## src/pkg/npiu_params.svh

```systemverilog
// register offsets, field positions, reset values and vector constants for the interrupt unit
`ifndef NPIU_PARAMS_SVH
`define NPIU_PARAMS_SVH

`define NPIU_ADDR_W          4
`define NPIU_DATA_W          16

`define NPIU_REG_MASK        4'h0
`define NPIU_REG_NEST        4'h1
`define NPIU_REG_INSERV      4'h2
`define NPIU_REG_STATUS      4'h3
`define NPIU_REG_LEVEL_LO    4'h4
`define NPIU_REG_LEVEL_HI    4'h5
`define NPIU_REG_SWITCH_EN   4'h6
`define NPIU_REG_MACRO_SEL   4'h7
`define NPIU_REG_REQ_FLAGS   4'h8
`define NPIU_REG_WDOG_MODE   4'h9

`define NPIU_NEST_EN_BIT     7
`define NPIU_IE_BIT          5
`define NPIU_ORDER_BIT       0

`define NPIU_RST_MASK        16'hffff
`define NPIU_RST_NEST_EN     1'b1
`define NPIU_RST_INSERV      4'h0
`define NPIU_RST_STATUS      8'h00
`define NPIU_RST_LEVEL       32'hffffffff
`define NPIU_RST_SWITCH_EN   16'h0000
`define NPIU_RST_MACRO_SEL   16'h0000
`define NPIU_RST_FLAGS       16'h0000
`define NPIU_RST_ORDER       1'b0

`define NPIU_VEC_NMI_PIN     16'h0002
`define NPIU_VEC_NMI_WDT     16'h0004
`define NPIU_VEC_BASE        16'h0006
`define NPIU_LOWEST_LEVEL    2'h3

`endif

```

## src/pkg/npiu_pkg.sv

```systemverilog
// types shared by the interrupt unit modules
package npiu_pkg;

  typedef enum logic [2:0] {
    KIND_NONE     = 3'b000,
    KIND_NMI_PIN  = 3'b001,
    KIND_NMI_WDT  = 3'b010,
    KIND_VECTORED = 3'b011,
    KIND_SWITCHED = 3'b100,
    KIND_MACRO    = 3'b101
  } npiu_kind_t;

  typedef enum logic [0:0] {
    PH_IDLE = 1'b0,
    PH_WAIT = 1'b1
  } npiu_phase_t;

  // one acceptance handed to the core sequencer
  typedef struct packed {
    logic        valid;
    npiu_kind_t  kind;
    logic [3:0]  src;
    logic [1:0]  level;
    logic [2:0]  bank;
    logic [15:0] vec_addr;
  } npiu_accept_t;

  // one-cycle pulses from the core sequencer
  typedef struct packed {
    logic       boundary;
    logic       done;
    logic       ret_vectored;
    logic       ret_break;
    logic       ret_switched;
    logic       ret_soft_switched;
    logic       pop_status;
    logic       soft_trap;
    logic       soft_switch_trap;
    logic       irq_on;
    logic       irq_off;
    logic [7:0] status_in;
  } npiu_core_evt_t;

  typedef struct packed {
    logic [15:0]  mask;
    logic         nest_en;
    logic [3:0]   inserv;
    logic [7:0]   status;
    logic [31:0]  level;
    logic [15:0]  switch_en;
    logic [15:0]  macro_sel;
    logic [15:0]  flags;
    logic         order;
    logic [2:0]   nmi_sync;
    logic         nmi_lvl;
    logic [1:0]   nmi_act;
    logic [1:0]   nmi_pend;
    npiu_phase_t  phase;
    npiu_accept_t acc;
    logic [15:0]  rdata;
  } npiu_state_t;

endpackage

```

## src/npiu_level_pick.sv

```systemverilog
// picks the request with the best programmed level, lowest index breaking ties
`timescale 1ns/1ns
`default_nettype none

module npiu_level_pick #(
  parameter int N = 16
) (
  // candidates
  input  wire logic [N-1:0]   vec,
  input  wire logic [2*N-1:0] lvl,
  // winner
  output logic                found,
  output logic [3:0]          idx,
  output logic [1:0]          level
);

  always_comb begin
    found = 1'b0;
    idx   = 4'h0;
    level = 2'h3;
    // strict compare keeps the earliest index on equal levels: default order
    for (int i = 0; i < N; i++) begin
      if (vec[i] && (!found || lvl[2*i +: 2] < level)) begin
        found = 1'b1;
        idx   = i[3:0];
        level = lvl[2*i +: 2];
      end
    end
  end

endmodule

`default_nettype wire

```

## src/npiu_top.sv

```systemverilog
// nested priority interrupt unit: masking, nesting, non-maskable arbitration and entry control
//
// Operation
// mask bit 0 gates timer-3 overflow, bit 15 gates converter end, sources in order.
// level-3 request nests over level-3 service only with nest enable set.
// same-level nesting never allowed for levels 0, 1 and 2.
// nesting control bits 6..0 always read zero; only bit 7 stores.
// nest enable resets to one; software may change it afterwards.
// vectored or switch return clears only the highest set in-service bit.
// break return and soft switch return leave in-service bits alone.
// in-service register resets to zero, is read-only, upper bits zero.
// vectored entry or soft trap clears enable; returns and pop restore status.
// switch entry clears enable; switch returns reload status from the bank.
// non-maskable and macro requests ignore enable; macro leaves enable unchanged.
// low status byte including enable resets to zero.
// order bit 1 ranks watchdog non-maskable above pin, 0 below.
// same or lower non-maskable held pending, taken after return, repeats collapse.
// non-maskable entry pushes status then pc, clears enable, vectors.
// macro requests still accepted during a non-maskable service.
// request needs flag set, mask clear; vectored also needs enable and priority.
// best level first, default order on ties, held requests taken later.
// vectored entry pushes, clears enable, sets in-service bit, loads vector.
// switch entry selects bank from low three bits of vector address.
// switch entry loads pc from bank while saving pc and status there.
// switch return reloads pc and status from bank, clears highest bit.
// two-bit level, 0 highest, 3 lowest, levels may be shared.
// request flag set by its request, cleared by hardware on acceptance.
// decisions only at instruction boundaries; core finishes before next arbitration.
//
// Chosen here: the plain strobed port and the register offsets.
`timescale 1ns/1ns
`default_nettype none
`include "npiu_params.svh"

module npiu_top #(
  parameter int          N_SRC    = 16,
  parameter logic [15:0] VEC_BASE = `NPIU_VEC_BASE
) (
  // clock and reset
  input  wire logic                          ref_clk,
  input  wire logic                          rst,
  // register port
  input  wire logic [`NPIU_ADDR_W-1:0]       reg_addr,
  input  wire logic [`NPIU_DATA_W-1:0]       reg_wdata,
  input  wire logic                          reg_wr,
  input  wire logic                          reg_rd,
  output logic      [`NPIU_DATA_W-1:0]       reg_rdata,
  // interrupt sources
  input  wire logic [N_SRC-1:0]              src_req,
  input  wire logic                          nmi_pin,
  input  wire logic                          wdt_nmi_req,
  // core sequencer
  input  wire npiu_pkg::npiu_core_evt_t      core_evt,
  output npiu_pkg::npiu_accept_t             accept,
  output logic      [7:0]                    status_word_low,
  output logic      [3:0]                    in_service_levels,
  output logic                               global_irq_enable
);

  npiu_pkg::npiu_state_t st_r;
  npiu_pkg::npiu_state_t st_nxt;

  // candidate masks
  logic [N_SRC-1:0] pending_unmasked;
  logic [N_SRC-1:0] macro_cand;
  logic [N_SRC-1:0] vect_cand;
  logic             mac_found;
  logic [3:0]       mac_idx;
  logic [1:0]       mac_lvl;
  logic             vec_found;
  logic [3:0]       vec_idx;
  logic [1:0]       vec_lvl;

  assign pending_unmasked = st_r.flags & ~st_r.mask;
  assign macro_cand       = pending_unmasked & st_r.macro_sel;
  assign vect_cand        = pending_unmasked & ~st_r.macro_sel;

  npiu_level_pick #(
    .N     (N_SRC)
  ) u_pick_macro (
    .vec   (macro_cand),
    .lvl   (st_r.level),
    .found (mac_found),
    .idx   (mac_idx),
    .level (mac_lvl)
  );

  npiu_level_pick #(
    .N     (N_SRC)
  ) u_pick_vect (
    .vec   (vect_cand),
    .lvl   (st_r.level),
    .found (vec_found),
    .idx   (vec_idx),
    .level (vec_lvl)
  );

  // in-service bits at or above a given level (lower number is higher)
  function automatic logic [3:0] at_or_above(input logic [1:0] lv);
    logic [3:0] m;
    m = 4'h0;
    for (int i = 0; i < 4; i++) begin
      if (i[1:0] <= lv) begin
        m[i] = 1'b1;
      end
    end
    return m;
  endfunction

  // keep only the lowest set bit, which is the highest level in service
  function automatic logic [3:0] top_bit(input logic [3:0] v);
    return v & (~v + 4'h1);
  endfunction

  logic       nmi_edge;
  logic       nmi_filt;
  logic       wdt_first;
  logic       pin_ok;
  logic       wdt_ok;
  logic       level_ok;
  logic [15:0] vec_addr;
  logic [2:0]  bank_sel;

  always_comb begin
    logic [3:0]  isr_clr;
    logic [15:0] flag_clr;
    logic [1:0]  nmi_clr;
    logic [1:0]  nmi_new;
    logic        take;

    isr_clr  = 4'h0;
    flag_clr = 16'h0000;
    nmi_clr  = 2'b00;
    nmi_new  = 2'b00;
    take     = 1'b0;
    st_nxt   = st_r;
    st_nxt.acc.valid = 1'b0;
    st_nxt.rdata     = 16'h0000;

    // pin: three stages, a change counts once stages two and three agree
    st_nxt.nmi_sync = {st_r.nmi_sync[1:0], nmi_pin};
    nmi_filt = (st_r.nmi_sync[1] == st_r.nmi_sync[2]) ? st_r.nmi_sync[2] : st_r.nmi_lvl;
    st_nxt.nmi_lvl = nmi_filt;
    nmi_edge = nmi_filt & ~st_r.nmi_lvl;
    nmi_new  = {wdt_nmi_req, nmi_edge};

    // index 0 is the pin, index 1 the watchdog
    wdt_first = st_r.order;
    pin_ok = st_r.nmi_pend[0] && !st_r.nmi_act[0] && !(st_r.nmi_act[1] && wdt_first);
    wdt_ok = st_r.nmi_pend[1] && !st_r.nmi_act[1] && !(st_r.nmi_act[0] && !wdt_first);

    // nesting: no in-service bit at or above the new level, except level 3 over 3
    level_ok = ((st_r.inserv & at_or_above(vec_lvl)) == 4'h0)
            || (vec_lvl == `NPIU_LOWEST_LEVEL && st_r.inserv[2:0] == 3'b000
                && st_r.nest_en);

    vec_addr = VEC_BASE + {11'h000, vec_idx, 1'b0};
    bank_sel = vec_addr[2:0];

    // arbitration only at a boundary and only once the core closed the last entry
    if (st_r.phase == npiu_pkg::PH_IDLE && core_evt.boundary) begin
      if (pin_ok && (!wdt_ok || !wdt_first)) begin
        take = 1'b1;
        st_nxt.acc.kind     = npiu_pkg::KIND_NMI_PIN;
        st_nxt.acc.vec_addr = `NPIU_VEC_NMI_PIN;
        st_nxt.acc.src      = 4'h0;
        st_nxt.acc.level    = 2'h0;
        st_nxt.acc.bank     = 3'h0;
        nmi_clr[0]          = 1'b1;
        st_nxt.nmi_act[0]   = 1'b1;
        st_nxt.status[`NPIU_IE_BIT] = 1'b0;
      end else if (wdt_ok) begin
        take = 1'b1;
        st_nxt.acc.kind     = npiu_pkg::KIND_NMI_WDT;
        st_nxt.acc.vec_addr = `NPIU_VEC_NMI_WDT;
        st_nxt.acc.src      = 4'h0;
        st_nxt.acc.level    = 2'h0;
        st_nxt.acc.bank     = 3'h0;
        nmi_clr[1]          = 1'b1;
        st_nxt.nmi_act[1]   = 1'b1;
        st_nxt.status[`NPIU_IE_BIT] = 1'b0;
      end else if (mac_found) begin
        // macro service leaves the enable bit as it is
        take = 1'b1;
        st_nxt.acc.kind     = npiu_pkg::KIND_MACRO;
        st_nxt.acc.src      = mac_idx;
        st_nxt.acc.level    = mac_lvl;
        st_nxt.acc.bank     = 3'h0;
        st_nxt.acc.vec_addr = VEC_BASE + {11'h000, mac_idx, 1'b0};
        flag_clr[mac_idx]   = 1'b1;
      end else if (vec_found && st_r.status[`NPIU_IE_BIT] && level_ok) begin
        take = 1'b1;
        st_nxt.acc.src      = vec_idx;
        st_nxt.acc.level    = vec_lvl;
        flag_clr[vec_idx]   = 1'b1;
        st_nxt.inserv       = st_r.inserv | (4'h1 << vec_lvl);
        st_nxt.status[`NPIU_IE_BIT] = 1'b0;
        if (st_r.switch_en[vec_idx]) begin
          // core reads pc from the bank and stores pc and status there in one step
          st_nxt.acc.kind     = npiu_pkg::KIND_SWITCHED;
          st_nxt.acc.bank     = bank_sel;
          st_nxt.acc.vec_addr = vec_addr;
        end else begin
          st_nxt.acc.kind     = npiu_pkg::KIND_VECTORED;
          st_nxt.acc.bank     = 3'h0;
          st_nxt.acc.vec_addr = vec_addr;
        end
      end
    end

    if (take) begin
      st_nxt.acc.valid = 1'b1;
      st_nxt.phase     = npiu_pkg::PH_WAIT;
    end else if (st_r.phase == npiu_pkg::PH_WAIT && core_evt.done) begin
      st_nxt.phase = npiu_pkg::PH_IDLE;
    end

    // core instructions acting on the status byte and in-service bits
    if (core_evt.irq_on) begin
      st_nxt.status[`NPIU_IE_BIT] = 1'b1;
    end
    if (core_evt.irq_off) begin
      st_nxt.status[`NPIU_IE_BIT] = 1'b0;
    end
    if (core_evt.soft_trap || core_evt.soft_switch_trap) begin
      st_nxt.status[`NPIU_IE_BIT] = 1'b0;
    end
    if (core_evt.ret_vectored || core_evt.ret_break || core_evt.pop_status) begin
      st_nxt.status = core_evt.status_in;
    end
    if (core_evt.ret_switched || core_evt.ret_soft_switched) begin
      st_nxt.status = core_evt.status_in;
    end
    if (core_evt.ret_vectored && st_r.nmi_act != 2'b00) begin
      // a nested pair ends inner first: the higher-ranked one is the inner
      if (st_r.nmi_act == 2'b11) begin
        st_nxt.nmi_act = wdt_first ? 2'b01 : 2'b10;
      end else begin
        st_nxt.nmi_act = 2'b00;
      end
    end else if (core_evt.ret_vectored || core_evt.ret_switched) begin
      isr_clr = top_bit(st_r.inserv);
    end
    // break return and soft switch return never touch the in-service bits R7

    // software register writes
    if (reg_wr) begin
      unique case (reg_addr)
        `NPIU_REG_MASK:      st_nxt.mask      = reg_wdata;
        `NPIU_REG_NEST:      st_nxt.nest_en   = reg_wdata[`NPIU_NEST_EN_BIT];
        `NPIU_REG_STATUS:    st_nxt.status    = reg_wdata[7:0];
        `NPIU_REG_LEVEL_LO:  st_nxt.level[15:0]  = reg_wdata;
        `NPIU_REG_LEVEL_HI:  st_nxt.level[31:16] = reg_wdata;
        `NPIU_REG_SWITCH_EN: st_nxt.switch_en = reg_wdata;
        `NPIU_REG_MACRO_SEL: st_nxt.macro_sel = reg_wdata;
        `NPIU_REG_REQ_FLAGS: st_nxt.flags     = reg_wdata;
        `NPIU_REG_WDOG_MODE: st_nxt.order     = reg_wdata[`NPIU_ORDER_BIT];
        // in-service register and unmapped offsets ignore writes R8
        default: ;
      endcase
    end

    // hardware set beats clear in the same cycle for flags and pending; in-service clear beats set
    st_nxt.flags    = (st_nxt.flags & ~flag_clr) | src_req[15:0];
    st_nxt.nmi_pend = (st_r.nmi_pend & ~nmi_clr) | nmi_new;
    st_nxt.inserv   = st_nxt.inserv & ~isr_clr;

    if (reg_rd) begin
      unique case (reg_addr)
        `NPIU_REG_MASK:      st_nxt.rdata = st_r.mask;
        `NPIU_REG_NEST:      st_nxt.rdata = {8'h00, st_r.nest_en, 7'h00};
        `NPIU_REG_INSERV:    st_nxt.rdata = {12'h000, st_r.inserv};
        `NPIU_REG_STATUS:    st_nxt.rdata = {8'h00, st_r.status};
        `NPIU_REG_LEVEL_LO:  st_nxt.rdata = st_r.level[15:0];
        `NPIU_REG_LEVEL_HI:  st_nxt.rdata = st_r.level[31:16];
        `NPIU_REG_SWITCH_EN: st_nxt.rdata = st_r.switch_en;
        `NPIU_REG_MACRO_SEL: st_nxt.rdata = st_r.macro_sel;
        `NPIU_REG_REQ_FLAGS: st_nxt.rdata = st_r.flags;
        `NPIU_REG_WDOG_MODE: st_nxt.rdata = {15'h0000, st_r.order};
        default:             st_nxt.rdata = 16'h0000;
      endcase
    end
  end

  always_ff @(posedge ref_clk or posedge rst) begin
    if (rst) begin
      st_r.mask      <= `NPIU_RST_MASK;
      st_r.nest_en   <= `NPIU_RST_NEST_EN;
      st_r.inserv    <= `NPIU_RST_INSERV;
      st_r.status    <= `NPIU_RST_STATUS;
      st_r.level     <= `NPIU_RST_LEVEL;
      st_r.switch_en <= `NPIU_RST_SWITCH_EN;
      st_r.macro_sel <= `NPIU_RST_MACRO_SEL;
      st_r.flags     <= `NPIU_RST_FLAGS;
      st_r.order     <= `NPIU_RST_ORDER;
      st_r.nmi_sync  <= 3'b000;
      st_r.nmi_lvl   <= 1'b0;
      st_r.nmi_act   <= 2'b00;
      st_r.nmi_pend  <= 2'b00;
      st_r.phase     <= npiu_pkg::PH_IDLE;
      st_r.acc       <= '0;
      st_r.rdata     <= 16'h0000;
    end else begin
      st_r <= st_nxt;
    end
  end

  assign reg_rdata         = st_r.rdata;
  assign accept            = st_r.acc;
  assign status_word_low   = st_r.status;
  assign in_service_levels = st_r.inserv;
  assign global_irq_enable = st_r.status[`NPIU_IE_BIT];

endmodule

`default_nettype wire

```

## config.mk

```make
export PLATFORM = sky130hd
export DESIGN_NAME = npiu_top
export DESIGN_NICKNAME = d
export VERILOG_FILES = /design/src/pkg/npiu_pkg.sv /design/src/npiu_level_pick.sv /design/src/npiu_top.sv
export VERILOG_INCLUDE_DIRS = /design/src /design/src/pkg
export SDC_FILE = /design/constraint.sdc
export NUM_CORES = 1
export LEC_CHECK = 0
export ABC_AREA = 1
export BUFFER_PORTS_ARGS = -buffer_cell sky130_fd_sc_hd__buf_2
export CORE_MARGIN = 2
export CORE_UTILIZATION = 35
export CTS_BUF_LIST = sky130_fd_sc_hd__clkbuf_4 sky130_fd_sc_hd__clkbuf_8
export DETAILED_ROUTE_END_ITERATION = 16
export GPL_ROUTABILITY_DRIVEN = 0
export HOLD_SLACK_MARGIN = 0.15
export SLEW_MARGIN = 20
export SYNTH_ARGS = -nofsm -noshare
export SYNTH_HDL_FRONTEND = slang
export SYNTH_SLANG_ARGS = --single-unit
```

## constraint.sdc

```tcl
create_clock -name ref_clk -period 36.1 [get_ports ref_clk]
set_input_delay 7.22 -clock ref_clk [delete_from_list [all_inputs] [get_ports ref_clk]]
set_output_delay 7.22 -clock ref_clk [all_outputs]
set_load 0.02 [all_outputs]
```

# After elaboration in Yosys (flattened, before gate mapping)
# Cells that the tools add are included.
word_totals:
  regBits: 164
  out_inout_bits: 58
  word_cells: 398
classes:
  add_sub_neg: 3
  n_lt_le_gt_ge: 38
  n_eq_ne: 13
  shift: 1
  mux: 162
  n_bitwise: 20
  reduce_logical: 138
ops:
  columns: ["cell", "n"]
  rows:
  - ["two-way mux 16 bit", 11]
  - ["case mux 16 bit (10 select lines)", 1]
  - ["two-way mux 28 bit", 4]
  - ["two-way mux 4 bit", 23]
  - ["two-way mux 89 bit", 1]
  - ["two-way mux 2 bit", 41]
  - ["two-way mux 1 bit", 65]
  - ["bitwise AND 16 bit", 4]
  - ["< comparator 2 bit", 30]
  - ["NOT 16 bit", 3]
  - ["logical AND 1 bit", 46]
  - ["logical OR 1 bit", 37]
  - ["logical NOT 1 bit", 36]
  - ["two-way mux 3 bit", 9]
  - ["two-way mux 8 bit", 3]
  - ["two-way mux 19 bit", 1]
  - ["AND reduction 2 bit", 9]
  - ["equality test 4 x 3 -> 1 bit (second input constant)", 4]
  - ["bitwise OR 16 bit", 1]
  - ["adder 3 x 5 -> 6 bit (first input constant)", 2]
  - ["bitwise AND 4 bit", 3]
  - ["< comparator 4 x 5 -> 1 bit (second input constant)", 2]
  - ["nonzero test 2 bit", 5]
  - ["demux 1 bit (select 4 bit)", 2]
  - ["other kinds (23)", 32]

# Logic depth before layout (Yosys ltp)
# Gate-level depths: netlist (run 1).
logic_depth:
  ltp_word: 84
  mapped_depth: 115
  depth_no_buf: 114

# Modules after synthesis
# Synthesis (run 1) repeated with hierarchy kept, for this count alone.
hier_totals:
  hier_cells: 1658
  area_unflattened_um2: 10978.0
modules_own_cells:
  columns: ["module", "instances", "cells_each", "area_per_inst_um2", "seq_area_each_um2"]
  rows:
  - ["npiu_top", 1, 1070, 8348.0, 3865.0]
  - ["npiu_level_pick", 2, 294, 1315.0, 0.0]

# Worst setup path before layout (run 1)
# OpenSTA, ideal clock, no wires.
synth_path:
  kind: "register to register"
  start: "reg st_r[148] (netlist bit)"
  end: "reg st_r[59] (netlist bit)"
  t_arrival_ns: 12.438
  required_ns: 35.983
  path_slack_ns: 23.546
  path_stages_with_launch: 103
  path_buffers: 1
  synth_period_minus_slack_ns: 12.554
  cell_sequence: "dfstp_2 > inv_1 > nand3_1 > nor2_1 > ha_1 > o21ai_0 > nand2_1 > nand2_1 > nand2_1 > o21ai_0 > ha_1 > nand2_1 > nand2_1 > nand2_1 > nand2_1 > o21ai_0 > ha_1 > nand2_1 > [... 67 more ...] > nand2_1 > nand2_1 > nand2_1 > o21ai_0 > ha_1 > nand2_1 > nand2_1 > nand2_1 > nand2_1 > clkbuf_1 > nand2_1 > inv_1 > ha_1 > nand4_1 > nand2_1 > nand3_1 > nand2_1 > nand2_1"
synth_rtl:
  columns: ["item", "line", "source"]
  rows:
  - ["start, declared", "npiu_top.sv:60", "npiu_pkg::npiu_state_t st_r;"]
  - ["start signal, assigned", "npiu_top.sv:304", "st_r <= st_nxt;"]

==> impl_results.md, run 1 <==
- Top cell by count, worst path: nand2_1
- Clock buffer count from CTS: 17
- Crit path time final: 14.94 ns
- Top post-synthesis cells by area: dfrtp_1 24%, nand2_1 17%, dfstp_2 12%
- Clock latency on the worst-skew pair: 0.49 ns
- Final number of max-transition violations: 0
- CTS tree: yes
- Clk slew on worst S/H paths: 0.10 ns
- Vias/cell: 5.269
- Pre-antenna DRT Iters: 6
- Gr ovfl total: 0
- Synth Area in Compound Gates: 0.1379
- Fin Clk Skew: 0.01699 ns
- First-pass GRT wire length: 56,620 µm
- Async SR Flop Fraction: 1.000
- Run status: finished clean
- Area leader, netlist: dfrtp_1
- Adder-cell share of the synthesized area: 0.03216
- Yosys top cell area share: 0.2383
- Synth unique cells: 45
- Final wirelength: 36,450 µm
- Synth Area in XOR/XNOR: 0
- Yosys reg bits: 152
- Post-DRT Antenna Nets: 0
- H-tree depth: 4
- CP arrival: 15.33 ns
- Die Wd: 179.8 µm
- Cell family with most CP delay: simple AND/OR/NAND/NOR gates
- Fin cells: 2,070
- Multiplexer share of the synthesized area: 0
- Die area: 32,320 µm²
- Main synth FF type: dfrtp_1
- Placed Cells: 2,038
- Final setup fails: 0
- Worst-path maximum fanout: 24
- Setup TNS: 0 ns
- Routed vias: 10,910
- Rel. slew slack: 0.2814
- Worst path required time: 36.48 ns
- Post-Syn Area: 10,810 µm²
- Crit-path slowest cell: dfstp_2
- Diode count: 0
- P&R area growth vs syn: 8.631%
- Avg Inst Size Synth: 6.696 µm²
- Detailed placer's ending HPWL: 27,730 µm
- CP Class: register to register
- Final #Nets: 1,749
- Syn. warnings: 0
- Post-synth EDFFs: 0
- Largest family of logic cells by synthesized area: simple AND/OR/NAND/NOR gates
- Post-CTS setup buffer count: 0
- WP buf/inv: 2
- Drt wl/cell: 17.61 µm
- Max-cap violations: 0
- IO Pins: 119
- Share of layout cells above drive strength 1: 0.1499
- Fill cells: 3,270
- Tot GR Track Use: 0.2230
- Synth Instances: 1,615
- Row cnt: 64
- Max incr delay on CP: 0.56 ns
- Hold buffer count at CTS: 0
- Placed cell areas: 11,330 µm²
- Core ar.: 30,510 µm²
- Register area share after synthesis: 0.3574
- Initial Util: 0.3545
- Number of remaining DRC errors: 0
- Sink Count: 152
- Crit end category: register
- Max frequency: 66.91 MHz
- Clk buf depth: 2
- Die H: 179.8 µm
- Final Cell Area: 11,750 µm²
- Endpoints failing hold: 0
- Crit path launch type: register
- Cts repair resizes: 0
- Vias in the first global route: 10,050
- Fin crit share: 0.4140
- Synth Area in Simple Gates: 0.3382
- Worst min path class: register to register
- Initial antenna violation count: 0
- Root Driver: clkbuf_8
- Share of the core filled with cells: 0.3850
- Unrepaired setup endpoints after global routing: no
- Starting DRT DRC Count: 1,088
- Port Buffers: 106
- Largest net degree at the start of global routing: 83
- Actual slew at the worst max-slew pin: 1.075 ns
[sequential cells by signal (all words and copies together) (netlist names)]
| register | cells |
|---|---|
| st_r | 104 |
| reg_rdata | 16 |
| accept | 17 |
| st_nxt | 2 |
| wdt_first | 1 |
| in_service_levels | 4 |
| status_word_low | 8 |
[Yosys cell counts, types with 3 or more instances]
cell type,instances
nand2_4,7
or2_2,5
buf_4,58
inv_1,223
a31oi_1,14
nor3_1,35
clkbuf_1,34
o22ai_1,16
nor4_1,4
a21oi_1,28
nand2_1,491
buf_6,3
o21ai_2,5
a22oi_1,5
ha_1,27
dfstp_2,49
dfrtp_1,103
nand2_2,31
a221oi_1,10
nor2_1,98
nand3_1,156
o221ai_1,6
nand4_1,18
o21ai_1,15
o211ai_1,5
o21ai_0,143
[cell usage in the layout, fill, tap and decap left out, types with 4 or more instances in the layout]
cell,synthesis,layout
nor2_1,98,97
buf_4,58,5
inv_6,0,5
a22oi_1,5,5
nand2_4,7,7
or2_2,5,5
inv_1,223,222
a221oi_1,10,10
nor4_1,4,4
clkbuf_8,0,17
nor3_1,35,34
o221ai_1,6,6
nand4_1,18,18
nand2_1,491,488
o21ai_2,5,5
nand2_2,31,34
o22ai_1,16,16
nand3_1,156,155
a21oi_1,28,28
ha_1,27,27
dfrtp_1,103,103
dfstp_2,49,49
o21ai_1,15,15
buf_2,0,106
o21ai_0,143,143
a31oi_1,14,14
conb_1,1,12
o211ai_1,5,5
[per-stage QoR]
step                      worst slack (ns)  hold WS [ns]
final                                21.16        0.3753
after CTS                            21.36        0.3789
after global routing                 19.53        0.3872
after global placement               22.30        0.3375
after detailed placement             21.38        0.3464
after floorplan                      23.55        0.3312
[final cells by class]
cell class	instances	area (µm²)	share of cell area
timing repair buffer	111	568.0	0.04835
multi-input combinational	1152	5568	0.4740
inverter	227	857.1	0.07296
clock inverter	13	145.1	0.01235
tap	396	495.5	0.04218
sequential	152	3865	0.3290
clock buffer	19	249.0	0.02120
[worst paths after layout]
path / start / end / slack, ns / depth (start not counted)
max in group asynchronous: rst / st_r[59]$_DFF_PP0_ / 27.79 / 3
setup reg to reg: st_r[148]$_DFFE_PP1P_ / st_r[55]$_DFF_PP0_ / 21.16 / 101
setup / recovery: st_r[148]$_DFFE_PP1P_ / st_r[55]$_DFF_PP0_ / 21.16 / 101
hold reg to reg: st_nxt[52]$_DFF_PP0_ / st_nxt[53]$_DFF_PP0_ / 0.38 / 0
min in group asynchronous: rst / st_r[67]$_DFF_PP0_ / 6.89 / 2
hold / removal: st_nxt[52]$_DFF_PP0_ / st_nxt[53]$_DFF_PP0_ / 0.38 / 0
[cells by family (layout without fill, tap and decap cells)]
group,count (synthesis),in the layout
and+or+nand+nor,851,851
other,1,12
AOI/OAI and AO/OA,261,261
DFF,152,152
buffers and inverters,322,370
adders and majority gates,28,28
[metal layers]
metal  part of all wire  vias up  track usage
li1                   -     5276            -
met1               0.45     5103       0.3132
met2               0.45      479       0.3503
met3              0.074       49      0.03160
met4              0.025        0      0.07870
met5                  0        -            0
[worst register-to-register path, delay by kind of cell, from the launching register on]
| family | cells | cell delay (ns) |
|---|---|---|
| adder cells (fa/ha/maj) | 16 | 4.50 |
| AO/OA/AOI/OAI | 15 | 3.74 |
| AND/OR/NAND/NOR | 68 | 5.79 |
| flip-flops | 1 | 0.56 |
| buffers and inverters | 2 | 0.22 |
Power of run 1 is not shown: default switching activity piles up to over one toggle a cycle in this logic, so the estimate is an artifact.
==> run 2, diff against run 1 <==
Settings changed: ABC_AREA 1 to 0.
Clock period 36.1 ns to 14.5 ns, I/O delays scaled along.
==> run 2 against run 1 <==
Net effect:
- the run now ends with negative setup slack left
- sequential share of layout area is 4.5 points lower
- sequential cell count unchanged
- register-to-register slack got worse by 22 ns
- critical path type unchanged
==> impl_results.md, run 2 <==
- Worst-path maximum fanout: 4
- Async SR Flop Fraction: 1.000
- Diode count: 0
- Leakage: 5.781 nW
- Gr ovfl total: 0
- Max reg flops: 104
- Core ar.: 31,720 µm²
- Post-DRT Antenna Nets: 0
- Commonest cells after routing, fill and taps aside: 107 x buf_4, 106 x buf_2, 103 x dfrtp_1
- Tot GR Track Use: 0.2354
- Actual slew at the worst max-slew pin: 1.068 ns
- Area leader, netlist: dfrtp_1
- Synth unique cells: 93
- Largest family of logic cells by synthesized area: compound AO/OA/AOI/OAI gates
- Reg area: 3865 µm²
- CP Class: register to register
- Crit-path slowest cell: dfstp_2
- Final Cell Area: 13,630 µm²
- Synth Area in Simple Gates: 0.2109
- WP buf/inv: 7
- Yosys reg bits: 152
- Avg Inst Size Synth: 9.146 µm²
- H-tree depth: 4
- Area of the multi-input gates: 7332 µm²
- Synth Instances: 1,241
- Multiplexer share of the synthesized area: 0.1098
- Max incr delay on CP: 0.54 ns
- Vias/cell: 6.124
- Initial antenna violation count: 0
- Reg2Reg Setup Slack: -0.65 ns
- Die area: 33,880 µm²
- Synth Area in XOR/XNOR: 0.002315
- Run status: complete, but fails checks
- Worst VDD drop: 0.0001474 V
- Most flop-heavy register: st_r
- Fin crit share: 1.045
- Clock buffer count from CTS: 17
- Root Driver: clkbuf_8
- Register area share after synthesis: 0.3405
- Crit path time final: 15.15 ns
- Share of layout cells above drive strength 1: 0.3735
- Port Buffers: 106
- Crit path launch type: register
- Sink Count: 152
- Fin Clk Skew: 0.01663 ns
- Max frequency: 66.02 MHz
- Final setup margin: -0.6475 ns
- CTS tree: yes
- Leading cell type in the layout, fill and taps excluded: buf_4
- Unrepaired setup endpoints after global routing: yes
- Worst min path class: register to register
- Starting DRT DRC Count: 1,048
- Placed Cells: 1,732
- Drt wl/cell: 22.57 µm
- Yosys top cell area share: 0.2271
- Top cell by count, worst path: a21oi_2
- P&R area growth vs syn: 20.11%
- IO Pins: 119
- Final number of max-transition violations: 0
- Initial Util: 0.3578
- Clk slew on worst S/H paths: 0.11 ns
- Final wirelength: 40,740 µm
- Top post-synthesis cells by area: dfrtp_1 23%, dfstp_2 11%, mux2_2 8.3%
- Worst path required time: 14.87 ns
- Adder-cell share of the synthesized area: 0.03417
- Main synth FF type: dfrtp_1
- Clk buf depth: 2
- Die Wd: 184.1 µm
- Vias in the first global route: 10,430
- Placed cell areas: 12,550 µm²
- Die H: 184.1 µm
- Pre-antenna DRT Iters: 6
- Post-Syn Area: 11,350 µm²
- Post-synth EDFFs: 0
- Max-cap violations: 0
- CP arrival: 15.51 ns
- Crit end category: register
- Failing checks: negative setup slack
- PnR Total Power: 3.150 mW
- Final #Nets: 1,478
- Total power per unit cell area: 231.1 nW/µm²
- Routed vias: 11,050
- Endpoints failing hold: 0
- Fill cells: 3,118
- DP Worst Slack: -0.5812 ns
- Final setup fails: 27
- Post-synth top cells: 103 x dfrtp_1, 103 x nand2_1, 84 x mux2_2, 77 x nor2_1
- Largest net degree at the start of global routing: 104
- Synth Area in Compound Gates: 0.2383
- Syn. warnings: 0
- Row cnt: 65
- Clock latency on the worst-skew pair: 0.48 ns
- Detailed placer's ending HPWL: 29,370 µm
- Cell family with most CP delay: compound AO/OA/AOI/OAI gates
- Hold Slack: 0.3625 ns
- Rel. slew slack: 0.2860
- First-pass GRT wire length: 60,970 µm
- Number of remaining DRC errors: 0
- Fin cells: 1,805
## run 2: cell count changes in the layout (fill, tap and decap cells not counted), moves of 29 or more
cell and change:
buf_4 +102, inv_1 -195, mux2_2 +83, mux2i_1 +30
nand2_1 -397, nand3_1 -130, nor2_1 -29, o21ai_0 -101
## run 2: cell families (layout without fill, tap and decap cells)
logic type               after synthesis  count (layout)
AND/OR/NAND/NOR                      430             430
AO/OA/AOI/OAI                        379             379
flip-flops                           152             152
buffers and inverters                130             281
multiplexers                         114             114
adder cells (fa/ha/maj)               32              32
XOR/XNOR                               3               3
other                                  1              12
## run 2: routing by layer
layer	global-route usage	vias up	part of all wire
met2	0.3680	552	0.45
met5	0	-	0
met3	0.05170	92	0.085
li1	-	4962	-
met1	0.3210	5448	0.44
met4	0.08096	0	0.031
## run 2: final cells by class
| class | instances | share of cell area |
|---|---|---|
| Tap cell | 402 | 0.03690 |
| Inverter | 31 | 0.008903 |
| Multi-Input combinational cell | 970 | 0.5379 |
| Sequential cell | 152 | 0.2835 |
| Clock buffer | 17 | 0.01716 |
| Timing Repair Buffer | 218 | 0.1026 |
| Clock inverter | 15 | 0.01303 |
## run 2: path summary, 6_finish.rpt
kind / from / to / cells past startpoint
max in group asynchronous: rst / st_r[60]$_DFF_PP0_ / 3
hold reg to reg: st_nxt[52]$_DFF_PP0_ / st_nxt[53]$_DFF_PP0_ / 0
min in group asynchronous: rst / st_r[46]$_DFF_PP0_ / 2
hold / removal: st_nxt[52]$_DFF_PP0_ / st_nxt[53]$_DFF_PP0_ / 0
setup reg to reg: st_r[148]$_DFFE_PP1P_ / st_r[55]$_DFF_PP0_ / 88
setup / recovery: st_r[148]$_DFFE_PP1P_ / st_r[55]$_DFF_PP0_ / 88
## run 2: where the power goes
group | leakage, nW | switching, mW | internal (mW)
Sequential | 1.76 | 0.123 | 0.530
Combinational | 3.81 | 1.17 | 0.986
Clock | 0.209 | 0.211 | 0.133
Total | 5.78 | 1.50 | 1.65
## run 2: per-stage QoR
| stage | setup TNS, ns | utilization |
|---|---|---|
| after floorplan | -0.3702 | - |
| after global placement | -0.8284 | 0.3956 |
| after detailed placement | -10.04 | 0.3957 |
| after CTS | -6.154 | 0.4165 |
| after global routing | -33.91 | 0.4298 |
| final | -12.14 | 0.4298 |
## run 2: timing repair
action	4_1_cts	5_1_grt
pin swaps	15	33
hold buffers	0	0
gates resized for setup	15	62
endpoints found under the setup margin	27	27
cloned	0	0
buffers inserted	24	19
No activity file was read; power rests on OpenSTA's default activity.
